[config.mk]
export PLATFORM = sky130hd
export DESIGN_NAME = cdsc_core
export DESIGN_NICKNAME = d
export VERILOG_FILES = /design/src/cdsc_pkg.sv /design/src/cdsc_sync.sv /design/src/cdsc_oneshot.sv /design/src/cdsc_core.sv
export SDC_FILE = /design/constraint.sdc
export NUM_CORES = 1
export LEC_CHECK = 0
export ABC_AREA = 1
export BUFFER_PORTS_ARGS = -buffer_cell sky130_fd_sc_hd__buf_2
export CAP_MARGIN = 20
export CORE_UTILIZATION = 30
export DETAILED_ROUTE_END_ITERATION = 6
export PLACE_DENSITY = 0.54
export SLEW_MARGIN = 10
export SYNTH_ARGS = -nofsm -noshare
export SYNTH_HDL_FRONTEND = slang
export SYNTH_SLANG_ARGS = --single-unit
[constraint.sdc]
create_clock -name sys_clk_i -period 29.8 [get_ports sys_clk_i]
set_clock_uncertainty 0.1 [all_clocks]
set_input_delay 1.49 -clock sys_clk_i [delete_from_list [all_inputs] [get_ports sys_clk_i]]
set_output_delay 1.49 -clock sys_clk_i [all_outputs]
set_load 0.02 [all_outputs]
[src/cdsc_pkg.sv]
/*
  Shared constants and carrier types for the counter display status block.
  Assumes a 10 MHz timebase and an APB master with 32-bit data.
*/
`default_nettype none
package cdsc_pkg;
  // ==========================================================================
  // Timebase
  localparam int unsigned CLK_HZ = 10_000_000;
  localparam int unsigned ONESHOT_MS = 40;
  localparam int unsigned ONESHOT_CYC = CLK_HZ / 1000 * ONESHOT_MS;
  localparam int unsigned POWER_LT_S = 2;
  localparam int unsigned POWER_LT_CYC = CLK_HZ * POWER_LT_S;
  localparam int unsigned MIN_GATE_NS = 50;
  localparam int unsigned MIN_GATE_CYC = (MIN_GATE_NS * (CLK_HZ / 1_000_000) + 999) / 1000;
  localparam int unsigned RATE_STEP_MS = 100;
  localparam int unsigned RATE_STEP_CYC = CLK_HZ / 1000 * RATE_STEP_MS;
  localparam int unsigned DETENT_LT_CYC = 16;
  localparam int unsigned TIMEOUT_FLASH_CYC = 8;
  // ==========================================================================
  // Display geometry
  localparam int unsigned DATA_DIGITS = 11;
  localparam int unsigned DISP_POSITIONS = DATA_DIGITS + 1;
  localparam int unsigned CNT_W = 40;
  // ==========================================================================
  // Register map (byte addresses)
  localparam logic [7:0] CTRL_ADDR = 8'h00;
  localparam logic [7:0] STATUS_ADDR = 8'h04;
  localparam logic [7:0] RESULT_LO_ADDR = 8'h08;
  localparam logic [7:0] RESULT_HI_ADDR = 8'h0C;
  // CTRL fields
  localparam int unsigned FUNC_LSB = 0;
  localparam int unsigned WIN_LSB = 4;
  localparam int unsigned POS_LSB = 8;
  localparam int unsigned RATE_LSB = 12;
  localparam int unsigned ACCUM_LSB = 18;
  localparam int unsigned CHECK_BIT = 20;
  localparam int unsigned SHARED_BIT = 21;
  localparam int unsigned EXTREF_BIT = 22;
  localparam logic [31:0] CTRL_RESET = 32'h0000_0011;
  // STATUS bits
  localparam int unsigned ST_ASTERISK = 0;
  localparam int unsigned ST_OVER = 1;
  localparam int unsigned ST_UNDER = 2;
  localparam int unsigned ST_FILLER = 3;
  localparam int unsigned ST_OVEN = 4;
  localparam int unsigned ST_ARM = 5;
  localparam int unsigned ST_GATE = 6;
  localparam int unsigned ST_LAMP = 7;
  localparam int unsigned ST_MINUS = 8;
  // ==========================================================================
  // Encodings
  typedef enum logic [2:0] {
    FN_FREQ = 3'h0, FN_PERIOD = 3'h1, FN_INTERVAL = 3'h2, FN_RATIO = 3'h3,
    FN_TOT_START = 3'h4, FN_TOT_STOP = 3'h5
  } cdsc_func_e;
  typedef enum logic [1:0] {ACC_A = 2'h0, ACC_DIFF = 2'h1, ACC_SUM = 2'h2} cdsc_accum_e;
  typedef struct packed {
    logic lamp_all;
    logic minus;
    logic [DATA_DIGITS-1:0] dp;
    logic [3:0] annun;
    logic [CNT_W-1:0] value;
  } cdsc_disp_s;
endpackage
`default_nettype wire

[src/cdsc_sync.sv]
/*
  Two-stage synchroniser for a group of pin levels.
  Assumes inputs are asynchronous levels with no timing relation to clk.
*/
`timescale 1ns/1ps
`default_nettype none
module cdsc_sync #(
  parameter int unsigned W = 1
) (
  input wire logic sys_clk_i, // Timebase
  input wire logic rst_n_i, // Async reset
  input wire logic [W-1:0] d_i, // Pin levels
  output logic [W-1:0] q_o // Synchronised levels
);
  logic [W-1:0] meta_r;
  always_ff @(posedge sys_clk_i or negedge rst_n_i) begin
    if (!rst_n_i) begin
      meta_r <= '0;
      q_o <= '0;
    end else begin
      meta_r <= d_i;
      q_o <= meta_r;
    end
  end
endmodule // cdsc_sync
`default_nettype wire

[src/cdsc_oneshot.sv]
/*
  Retriggerable pulse stretcher: output holds while trigger is high and
  for LEN cycles after it falls. Assumes trigger is synchronous.
*/
`timescale 1ns/1ps
`default_nettype none
module cdsc_oneshot #(
  parameter int unsigned LEN = 400_000
) (
  input wire logic sys_clk_i, // Timebase
  input wire logic rst_n_i, // Async reset
  input wire logic trig_i, // Level to stretch
  output logic out_o // Stretched level
);
  logic [31:0] cnt_r;
  always_ff @(posedge sys_clk_i or negedge rst_n_i) begin
    if (!rst_n_i) begin
      cnt_r <= '0;
    end else if (trig_i) begin
      cnt_r <= LEN;
    end else if (cnt_r != '0) begin
      cnt_r <= cnt_r - 32'd1;
    end
  end
  assign out_o = trig_i || (cnt_r != '0);
endmodule // cdsc_oneshot
`default_nettype wire

[src/cdsc_core.sv]
/*
  Front-panel status and control logic of a bench frequency counter:
  measurement sequencing, lamps, asterisk flags, lamp test and display data.
  Assumes a 10 MHz timebase, APB register access, and pins that are
  asynchronous to the timebase and slower than half its rate.
*/
// Design decisions made here: the APB slave port and the address map.
`timescale 1ns/1ps
`default_nettype none
module cdsc_core #(
  parameter int unsigned ONESHOT_CYC = cdsc_pkg::ONESHOT_CYC,
  parameter int unsigned POWER_LT_CYC = cdsc_pkg::POWER_LT_CYC,
  parameter int unsigned RATE_STEP_CYC = cdsc_pkg::RATE_STEP_CYC
) (
  input wire logic sys_clk_i, // 10 MHz timebase
  input wire logic rst_n_i, // Async reset, active low
  input wire logic psel, // APB select
  input wire logic penable, // APB access phase
  input wire logic pwrite, // APB direction
  input wire logic [7:0] paddr, // APB byte address
  input wire logic [31:0] pwdata, // APB write data
  output logic [31:0] prdata, // APB read data
  output logic pready, // APB ready
  output logic pslverr, // APB error
  input wire logic chan_a_i, // First channel trigger pin
  input wire logic chan_b_i, // Second channel trigger pin
  input wire logic test_sig_i, // Internal check signal
  input wire logic oven_cold_i, // Oven below operating range
  input wire logic oven_fitted_i, // Unit has oven oscillator
  input wire logic reset_btn_i, // Reset button pressed
  input wire logic power_on_i, // Power switch in on position
  input wire logic ref_locking_i, // Locking to external reference
  input wire logic ref_lost_i, // External reference missing
  output cdsc_pkg::cdsc_disp_s disp_o, // Display data, 12 positions
  output logic asterisk_o, // Asterisk lamp
  output logic arm_lamp_o, // Armed-wait lamp
  output logic gate_lamp_o, // Gate-open lamp
  output logic scaled_o, // Scaled first-channel output
  output logic ext_ref_sel_o // External reference selected
);
  localparam int unsigned W = cdsc_pkg::CNT_W;
  // ==========================================================================
  // Helpers
  function automatic logic [W-1:0] pow10(input logic [3:0] n);
    logic [W-1:0] p;
    p = W'(1);
    for (int i = 0; i < 15; i++) begin
      if (i < int'(n)) p = W'(p * W'(10));
    end
    return p;
  endfunction
  function automatic logic rise(input logic now, input logic was);
    return now && !was;
  endfunction

  typedef enum logic [3:0] {
    ST_ARM = 4'b0001, ST_GATE = 4'b0010, ST_TAIL = 4'b0100, ST_SHOW = 4'b1000
  } cdsc_state_e;
  // ==========================================================================
  // Pin synchronisers
  logic [7:0] pin_s;
  logic [7:0] pin_d_r;
  cdsc_sync #(.W(8)) u_sync (
    .sys_clk_i(sys_clk_i),
    .rst_n_i(rst_n_i),
    .d_i({chan_a_i, chan_b_i, test_sig_i, oven_cold_i, reset_btn_i, power_on_i,
          ref_locking_i, ref_lost_i}),
    .q_o(pin_s)
  );
  always_ff @(posedge sys_clk_i or negedge rst_n_i) begin
    if (!rst_n_i) pin_d_r <= '0;
    else pin_d_r <= pin_s;
  end
  logic a_lvl, b_lvl, t_lvl, oven_s, btn_s, pwr_s, lock_s, lost_s;
  assign {a_lvl, b_lvl, t_lvl, oven_s, btn_s, pwr_s, lock_s, lost_s} = pin_s;
  // ==========================================================================
  // Control register
  logic [31:0] ctrl_r;
  logic wr_en;
  cdsc_pkg::cdsc_func_e func;
  cdsc_pkg::cdsc_accum_e accum;
  logic [3:0] win_idx, pos_sel;
  logic [5:0] rate;
  logic check_en, ext_sel;
  assign wr_en = psel && penable && pwrite;
  assign func = cdsc_pkg::cdsc_func_e'(ctrl_r[cdsc_pkg::FUNC_LSB +: 3]);
  assign win_idx = ctrl_r[cdsc_pkg::WIN_LSB +: 4];
  assign pos_sel = ctrl_r[cdsc_pkg::POS_LSB +: 4];
  assign rate = ctrl_r[cdsc_pkg::RATE_LSB +: 6];
  assign accum = cdsc_pkg::cdsc_accum_e'(ctrl_r[cdsc_pkg::ACCUM_LSB +: 2]);
  assign check_en = ctrl_r[cdsc_pkg::CHECK_BIT];
  assign ext_sel = ctrl_r[cdsc_pkg::EXTREF_BIT];
  assign ext_ref_sel_o = ext_sel;

  logic detent_move;
  always_ff @(posedge sys_clk_i or negedge rst_n_i) begin
    if (!rst_n_i) begin
      ctrl_r <= cdsc_pkg::CTRL_RESET;
      detent_move <= 1'b0;
    end else begin
      detent_move <= 1'b0;
      if (wr_en && paddr == cdsc_pkg::CTRL_ADDR) begin
        ctrl_r <= pwdata;
        detent_move <= (pwdata[11:0] != ctrl_r[11:0]);
      end
    end
  end
  // ==========================================================================
  // Input routing
  logic a_in, b_in, a_ev, b_ev, a_prev_r, b_prev_r;
  always_comb begin
    a_in = check_en ? t_lvl : a_lvl;
    b_in = check_en ? t_lvl : (ctrl_r[cdsc_pkg::SHARED_BIT] ? a_lvl : b_lvl);
  end
  always_ff @(posedge sys_clk_i or negedge rst_n_i) begin
    if (!rst_n_i) begin
      a_prev_r <= 1'b0;
      b_prev_r <= 1'b0;
    end else begin
      a_prev_r <= a_in;
      b_prev_r <= b_in;
    end
  end
  assign a_ev = rise(a_in, a_prev_r);
  assign b_ev = rise(b_in, b_prev_r);
  // ==========================================================================
  // Lamp test sources
  logic btn_ev, pwr_ev, lamp_test;
  logic [31:0] pwr_cnt_r;
  logic [7:0] move_cnt_r, flash_cnt_r;
  logic timeout_ev;
  assign btn_ev = rise(btn_s, pin_d_r[3]);
  assign pwr_ev = rise(pwr_s, pin_d_r[2]);
  always_ff @(posedge sys_clk_i or negedge rst_n_i) begin
    if (!rst_n_i) pwr_cnt_r <= '0;
    else if (pwr_ev) pwr_cnt_r <= POWER_LT_CYC;
    else if (pwr_cnt_r != '0) pwr_cnt_r <= pwr_cnt_r - 32'd1;
  end
  always_ff @(posedge sys_clk_i or negedge rst_n_i) begin
    if (!rst_n_i) move_cnt_r <= '0;
    else if (detent_move) move_cnt_r <= 8'(cdsc_pkg::DETENT_LT_CYC);
    else if (move_cnt_r != '0) move_cnt_r <= move_cnt_r - 8'd1;
  end
  always_ff @(posedge sys_clk_i or negedge rst_n_i) begin
    if (!rst_n_i) flash_cnt_r <= '0;
    else if (timeout_ev) flash_cnt_r <= 8'(cdsc_pkg::TIMEOUT_FLASH_CYC);
    else if (flash_cnt_r != '0) flash_cnt_r <= flash_cnt_r - 8'd1;
  end
  assign lamp_test = btn_s || (pwr_cnt_r != '0) || (move_cnt_r != '0) || lock_s
                   || (flash_cnt_r != '0) || (ext_sel && lost_s);
  // ==========================================================================
  // Measurement sequencer
  cdsc_state_e state_r;
  logic [W-1:0] win_cyc, cnt_r, tmr_r, res_r;
  logic res_neg_r, gate_open, totalize, restart;
  logic [31:0] rate_cnt_r;
  assign win_cyc = (win_idx == 4'd0) ? W'(cdsc_pkg::MIN_GATE_CYC) : pow10(win_idx - 4'd1);
  assign totalize = (func == cdsc_pkg::FN_TOT_START) || (func == cdsc_pkg::FN_TOT_STOP);
  assign restart = btn_ev || detent_move;
  assign gate_open = (state_r == ST_GATE) || (state_r == ST_TAIL);

  logic gate_done, tail_done;
  always_comb begin
    gate_done = (tmr_r + W'(1) >= win_cyc);
    unique case (func)
      cdsc_pkg::FN_INTERVAL: tail_done = b_ev;
      cdsc_pkg::FN_RATIO: tail_done = 1'b1;
      default: tail_done = a_ev;
    endcase
    if (func == cdsc_pkg::FN_RATIO) gate_done = (tmr_r + W'(1) >= win_cyc) && a_ev;
    if (func == cdsc_pkg::FN_INTERVAL) gate_done = 1'b1;
  end
  assign timeout_ev = (state_r == ST_TAIL) && !tail_done
                    && (tmr_r >= (win_cyc << 1) + win_cyc + (win_cyc >> 1));

  always_ff @(posedge sys_clk_i or negedge rst_n_i) begin
    if (!rst_n_i) begin
      state_r <= ST_ARM;
      tmr_r <= '0;
      rate_cnt_r <= '0;
    end else if (restart || timeout_ev || totalize) begin
      state_r <= ST_ARM;
      tmr_r <= '0;
      rate_cnt_r <= '0;
    end else begin
      unique case (state_r)
        ST_ARM: begin
          tmr_r <= '0;
          if (a_ev) state_r <= ST_GATE;
        end
        ST_GATE: begin
          tmr_r <= tmr_r + W'(1);
          if (gate_done) begin
            state_r <= ST_TAIL;
            tmr_r <= '0;
          end
        end
        ST_TAIL: begin
          tmr_r <= tmr_r + W'(1);
          if (tail_done) begin
            state_r <= ST_SHOW;
            rate_cnt_r <= 32'(rate) * RATE_STEP_CYC;
          end
        end
        ST_SHOW: begin
          if (rate != 6'd0) begin
            if (rate_cnt_r == '0) state_r <= ST_ARM;
            else rate_cnt_r <= rate_cnt_r - 32'd1;
          end
        end
      endcase
    end
  end
  // ==========================================================================
  // Counting and result
  logic tot_gate, signed_neg;
  assign tot_gate = (func == cdsc_pkg::FN_TOT_START);
  always_ff @(posedge sys_clk_i or negedge rst_n_i) begin
    if (!rst_n_i) begin
      cnt_r <= '0;
      res_neg_r <= 1'b0;
    end else if (restart) begin
      cnt_r <= '0;
      res_neg_r <= 1'b0;
    end else if (totalize) begin
      if (tot_gate) begin
        unique case (accum)
          cdsc_pkg::ACC_DIFF: cnt_r <= cnt_r + W'(a_ev) - W'(b_ev);
          cdsc_pkg::ACC_SUM: cnt_r <= cnt_r + W'(a_ev) + W'(b_ev);
          default: cnt_r <= cnt_r + W'(a_ev);
        endcase
      end
    end else if (state_r == ST_ARM) begin
      cnt_r <= '0;
    end else if (gate_open) begin
      unique case (func)
        cdsc_pkg::FN_FREQ: cnt_r <= cnt_r + W'(a_ev);
        cdsc_pkg::FN_RATIO: cnt_r <= cnt_r + W'(b_ev);
        default: cnt_r <= cnt_r + W'(1);
      endcase
    end
  end
  assign signed_neg = cnt_r[W-1] && totalize && (accum == cdsc_pkg::ACC_DIFF);

  logic meas_end;
  assign meas_end = (state_r == ST_TAIL) && tail_done && !timeout_ev && !restart;
  always_ff @(posedge sys_clk_i or negedge rst_n_i) begin
    if (!rst_n_i) begin
      res_r <= '0;
    end else if (restart || timeout_ev) begin
      res_r <= '0;
    end else if (totalize) begin
      res_r <= signed_neg ? W'(-cnt_r) : cnt_r;
    end else if (meas_end) begin
      res_r <= cnt_r;
    end
  end
  // ==========================================================================
  // Scaled output
  logic [W-1:0] scale_cnt_r;
  logic scaled_r;
  always_ff @(posedge sys_clk_i or negedge rst_n_i) begin
    if (!rst_n_i) begin
      scale_cnt_r <= '0;
      scaled_r <= 1'b0;
    end else if (tot_gate && rate == 6'd0) begin
      if (a_ev) begin
        if (scale_cnt_r + W'(1) >= (pow10(win_idx + 4'd1) >> 1)) begin
          scale_cnt_r <= '0;
          scaled_r <= !scaled_r;
        end else begin
          scale_cnt_r <= scale_cnt_r + W'(1);
        end
      end
    end else begin
      scale_cnt_r <= '0;
      scaled_r <= 1'b0;
    end
  end
  assign scaled_o = scaled_r;
  // ==========================================================================
  // Display placement and asterisk
  logic auto_pos, over, under, filler;
  logic [4:0] ndig;
  logic signed [5:0] shift;
  logic [3:0] annun_r;
  assign auto_pos = (pos_sel == 4'd0);
  assign ndig = 5'(win_idx) + 5'd1;
  assign shift = auto_pos ? 6'sd0 : 6'(signed'({2'b00, pos_sel})) - 6'sd6;
  assign over = !auto_pos && (7'(signed'(shift)) + signed'(7'(ndig)) > 7'sd11);
  assign under = !auto_pos && (shift < 6'sd0);
  assign filler = !auto_pos && (shift > 6'sd0) && (7'(ndig) <= 7'(signed'(shift)));
  always_ff @(posedge sys_clk_i or negedge rst_n_i) begin
    if (!rst_n_i) annun_r <= '0;
    else if (restart || (auto_pos && meas_end)) annun_r <= win_idx;
  end
  assign asterisk_o = over || under || filler || (oven_fitted_i && oven_s);

  cdsc_pkg::cdsc_disp_s disp_r;
  always_ff @(posedge sys_clk_i or negedge rst_n_i) begin
    if (!rst_n_i) begin
      disp_r <= '0;
    end else if (lamp_test) begin
      disp_r <= '{lamp_all: 1'b1, minus: 1'b1, dp: '1, annun: annun_r,
                  value: res_r};
    end else begin
      disp_r.lamp_all <= 1'b0;
      disp_r.minus <= signed_neg;
      disp_r.dp <= auto_pos ? 11'(1) : 11'(1) << (5'(pos_sel) - 5'd1);
      disp_r.annun <= annun_r;
      disp_r.value <= res_r;
    end
  end
  assign disp_o = disp_r;
  // ==========================================================================
  // Lamps
  logic gate_stretch;
  cdsc_oneshot #(.LEN(ONESHOT_CYC)) u_gate_os (
    .sys_clk_i(sys_clk_i),
    .rst_n_i(rst_n_i),
    .trig_i(gate_open || tot_gate),
    .out_o(gate_stretch)
  );
  assign gate_lamp_o = gate_stretch;
  assign arm_lamp_o = (state_r == ST_ARM) && !totalize;
  // ==========================================================================
  // APB slave
  logic [31:0] status;
  assign status = {23'd0, signed_neg, lamp_test, gate_lamp_o, arm_lamp_o,
                   oven_fitted_i && oven_s, filler, under, over, asterisk_o};
  assign pready = 1'b1;
  always_comb begin
    prdata = '0;
    pslverr = 1'b0;
    if (psel && penable) begin
      unique case (paddr)
        cdsc_pkg::CTRL_ADDR: prdata = ctrl_r;
        cdsc_pkg::STATUS_ADDR: prdata = status;
        cdsc_pkg::RESULT_LO_ADDR: prdata = res_r[31:0];
        cdsc_pkg::RESULT_HI_ADDR: prdata = {24'd0, res_r[W-1:32]};
        default: pslverr = 1'b1;
      endcase
    end
  end
endmodule // cdsc_core
`default_nettype wire

==> results.cfg <==
[layout]
stdcell_count = 14182
nets = 12567
num-fill-cells = 26994
syn_to_final_growth_pct = 7.79
drive_above_1_share = 0.0520
final_util = 0.325

[clock_tree]
cts_tree = yes
clock_sinks = 391
clk_pin_slew_ns = 0.07
root_buffer = clkbuf_16
cts.path.max_buffers = 3
cts_buffers = 40
hold_buffers = 0
htree_levels = 2
clk-insertion-delay-late_ns = 0.59

[timing]
rsz0062_at_grt = no
tns_ns = 0
post-route-period-util = 0.902
setup_viol = 0
slew_viol_final = 0
fmax_ghz = 0.0372
finalCriticalPeriod_ns = 26.87
relSlewSlack = 0.268
finalHoldViolCount = 0
tightestPinTransition_ns = 1.09

[grt]
antenna_found_initial = 5
met3_usage = 0.0156
grt_pass1_wl_um = 341000
grt_most_used_layer = met2
met2_usage = 0.268
grt.total_usage = 0.164
grtUsageMet1 = 0.236
grt_pass1_vias = 66534
grt_max_degree = 155
overflow = 0

[route]
routed_via_density = 4.90
antenna_left = 0
num_vias = 69549
wl_um = 206000
drc = 0
routedWlPerCell_um = 14.5
dr.first_iter.drc_count = 4024
firstDrtPassIters = 7

[yosys]
synth_most_common_cell = nand2_1
ys.flop_type = dfrtp_1
synth_area_leader_cell = ha_1
syn_area_per_cell_um2 = 6.72
ys_warn_count = 0
synthArstFlopShare = 1.00
synth.distinct_cells = 98
synth.cell_area_um2 = 73400
yosysTopAreaCellShare = 0.255
yosys-top-cells-count = 2291 x nand2_1, 1494 x ha_1, 1330 x inv_1
seq_area_frac_synth = 0.133
synth_edf_count = 0
netlist_instances = 10932
synth_seq_cells = 391
ys_top_cells_by_area = ha_1 25%, dfrtp_1 13%, nand2_1 12%, a21oi_1 7.2%, inv_1 6.8%

[die]
io_pins = 150
die_width_um = 497
start_util = 0.302
core_region_area_um2 = 243000
fp-row-count = 181
die_area_um2 = 247000
die_h_um = 497

[setup_path]
cpMostUsedCell = ha_1
start_kind = register
cp_max_fo = 41
end_kind = register
criticalPathCategory = register to register
crit_path_max_incr_delay_ns = 0.74
required_ns = 30.19
arrival_ns = 27.26
slowest_stage = dfstp_2

[placed_design]
io_buffers = 148
dp_cells = 14095
gp_congestion = 0.923
hpwl_um = 170000

[outcome]
outcome = completed

[worst_hold_path]
hp-class = register to register

[run]
cap_violations = 0
==> cells in the final DEF, fill, tap and decap left out, types with 18 or more instances in the layout <==
master and instances:
a211oi_1 30, a21boi_1 19, a21o_1 25, a21oi_1 1062, a221oi_1 18, a31oi_1 74, buf_2 147, buf_4 65
clkbuf_16 40, dfrtp_1 388, fa_1 73, ha_1 1494, inv_1 1328, inv_2 41, nand2_1 2291, nand2_2 19
nand3_1 424, nand4_1 97, nor2_1 943, nor3_1 154, nor4_1 46, o211ai_1 50, o21a_1 40, o21ai_0 659
o21ai_1 289, o21ai_2 47, o21bai_1 49, o221ai_1 26, o31ai_1 61, or2_2 83, xnor2_1 209, xor2_1 385
==> metrics by stage <==
stage | setup WS [ns] | hold WS, ns | instance area (um^2)
global route | 0.0277 | 0.254 | 79200
global placement | 1.69 | 0.232 | 77700
CTS | 1.20 | 0.250 | 79000
finish | 2.93 | 0.248 | 79200
detailed placement | 1.27 | 0.235 | 77700
floorplan | 5.67 | 0.231 | 73400
==> registers in the layout (all words and copies together), names as in the netlist, 32 cells and up <==
name and flops:
pwr_cnt_r 32, ctrl_r 32, res_r 40, u_gate_os.cnt_r 32
disp_o 57, cnt_r 40, rate_cnt_r 32, scale_cnt_r 40
tmr_r 40
==> worst max-delay path: cells and delay by family, from the launching register on <==
kind	cells	cell delay, ns
DFF	1	0.74
buffers and inverters	22	2.74
AOI/OAI and AO/OA	42	7.46
adders and majority gates	29	9.50
xor gates and xnor gates	9	1.63
and+or+nand+nor	38	4.52
==> final timing paths <==
path	from	end	slack [ns]	cells past startpoint
setup / recovery	ctrl_r[4]$_DFFE_PN1P_	tmr_r[29]$_DFFE_PN0P_	2.93	140
hold / removal	u_sync.meta_r[3]$_DFF_PN0_	u_sync.q_o[3]$_DFF_PN0_	0.25	0
setup reg to reg	ctrl_r[4]$_DFFE_PN1P_	tmr_r[29]$_DFFE_PN0P_	2.93	140
hold reg to reg	u_sync.meta_r[3]$_DFF_PN0_	u_sync.q_o[3]$_DFF_PN0_	0.25	0
max in group asynchronous	rst_n_i	u_gate_os.cnt_r[31]$_DFFE_PN0P_	25.94	4
min in group asynchronous	rst_n_i	move_cnt_r[3]$_DFFE_PN0P_	0.76	1
==> cells by family (layout without fill, tap and decap cells) <==
logic type / after synthesis / in the layout / synth area share
buffers and inverters: 1638 / 1680 / 0.0859
and+or+nand+nor: 4179 / 4181 / 0.239
adders and majority gates: 1567 / 1567 / 0.274
DFF: 391 / 391 / 0.133
muxes: 6 / 6 / 0.000835
AOI/OAI and AO/OA: 2553 / 2553 / 0.194
xor gates and xnor gates: 596 / 596 / 0.0715
other: 2 / 6 / 0.000102
==> layout make-up <==
type / count / area, um^2 / area share
Antenna cell: 3 / 7.51 / 0.0000948
Inverter: 1390 / 5250 / 0.0663
Tap cell: 3202 / 4010 / 0.0506
Sequential cell: 391 / 9790 / 0.124
Multi-Input combinational cell: 8906 / 57500 / 0.726
Timing Repair Buffer: 217 / 1320 / 0.0167
Clock buffer: 53 / 1100 / 0.0139
Clock inverter: 20 / 228 / 0.00288
==> per-layer routing <==
layer	part of all wire	vias to the layer above
met5	0	-
met4	0.013	0
met3	0.036	155
met2	0.44	894
met1	0.51	31540
li1	-	36960
==> repair_timing <==
action                                  in CTS  in global routing
endpoints found under the setup margin       0                116
setup buffers                                0                  8
gates resized for setup                      0                 13
Power is not shown: default switching activity piles up to over one toggle a cycle in this logic, so the estimate is an artifact.
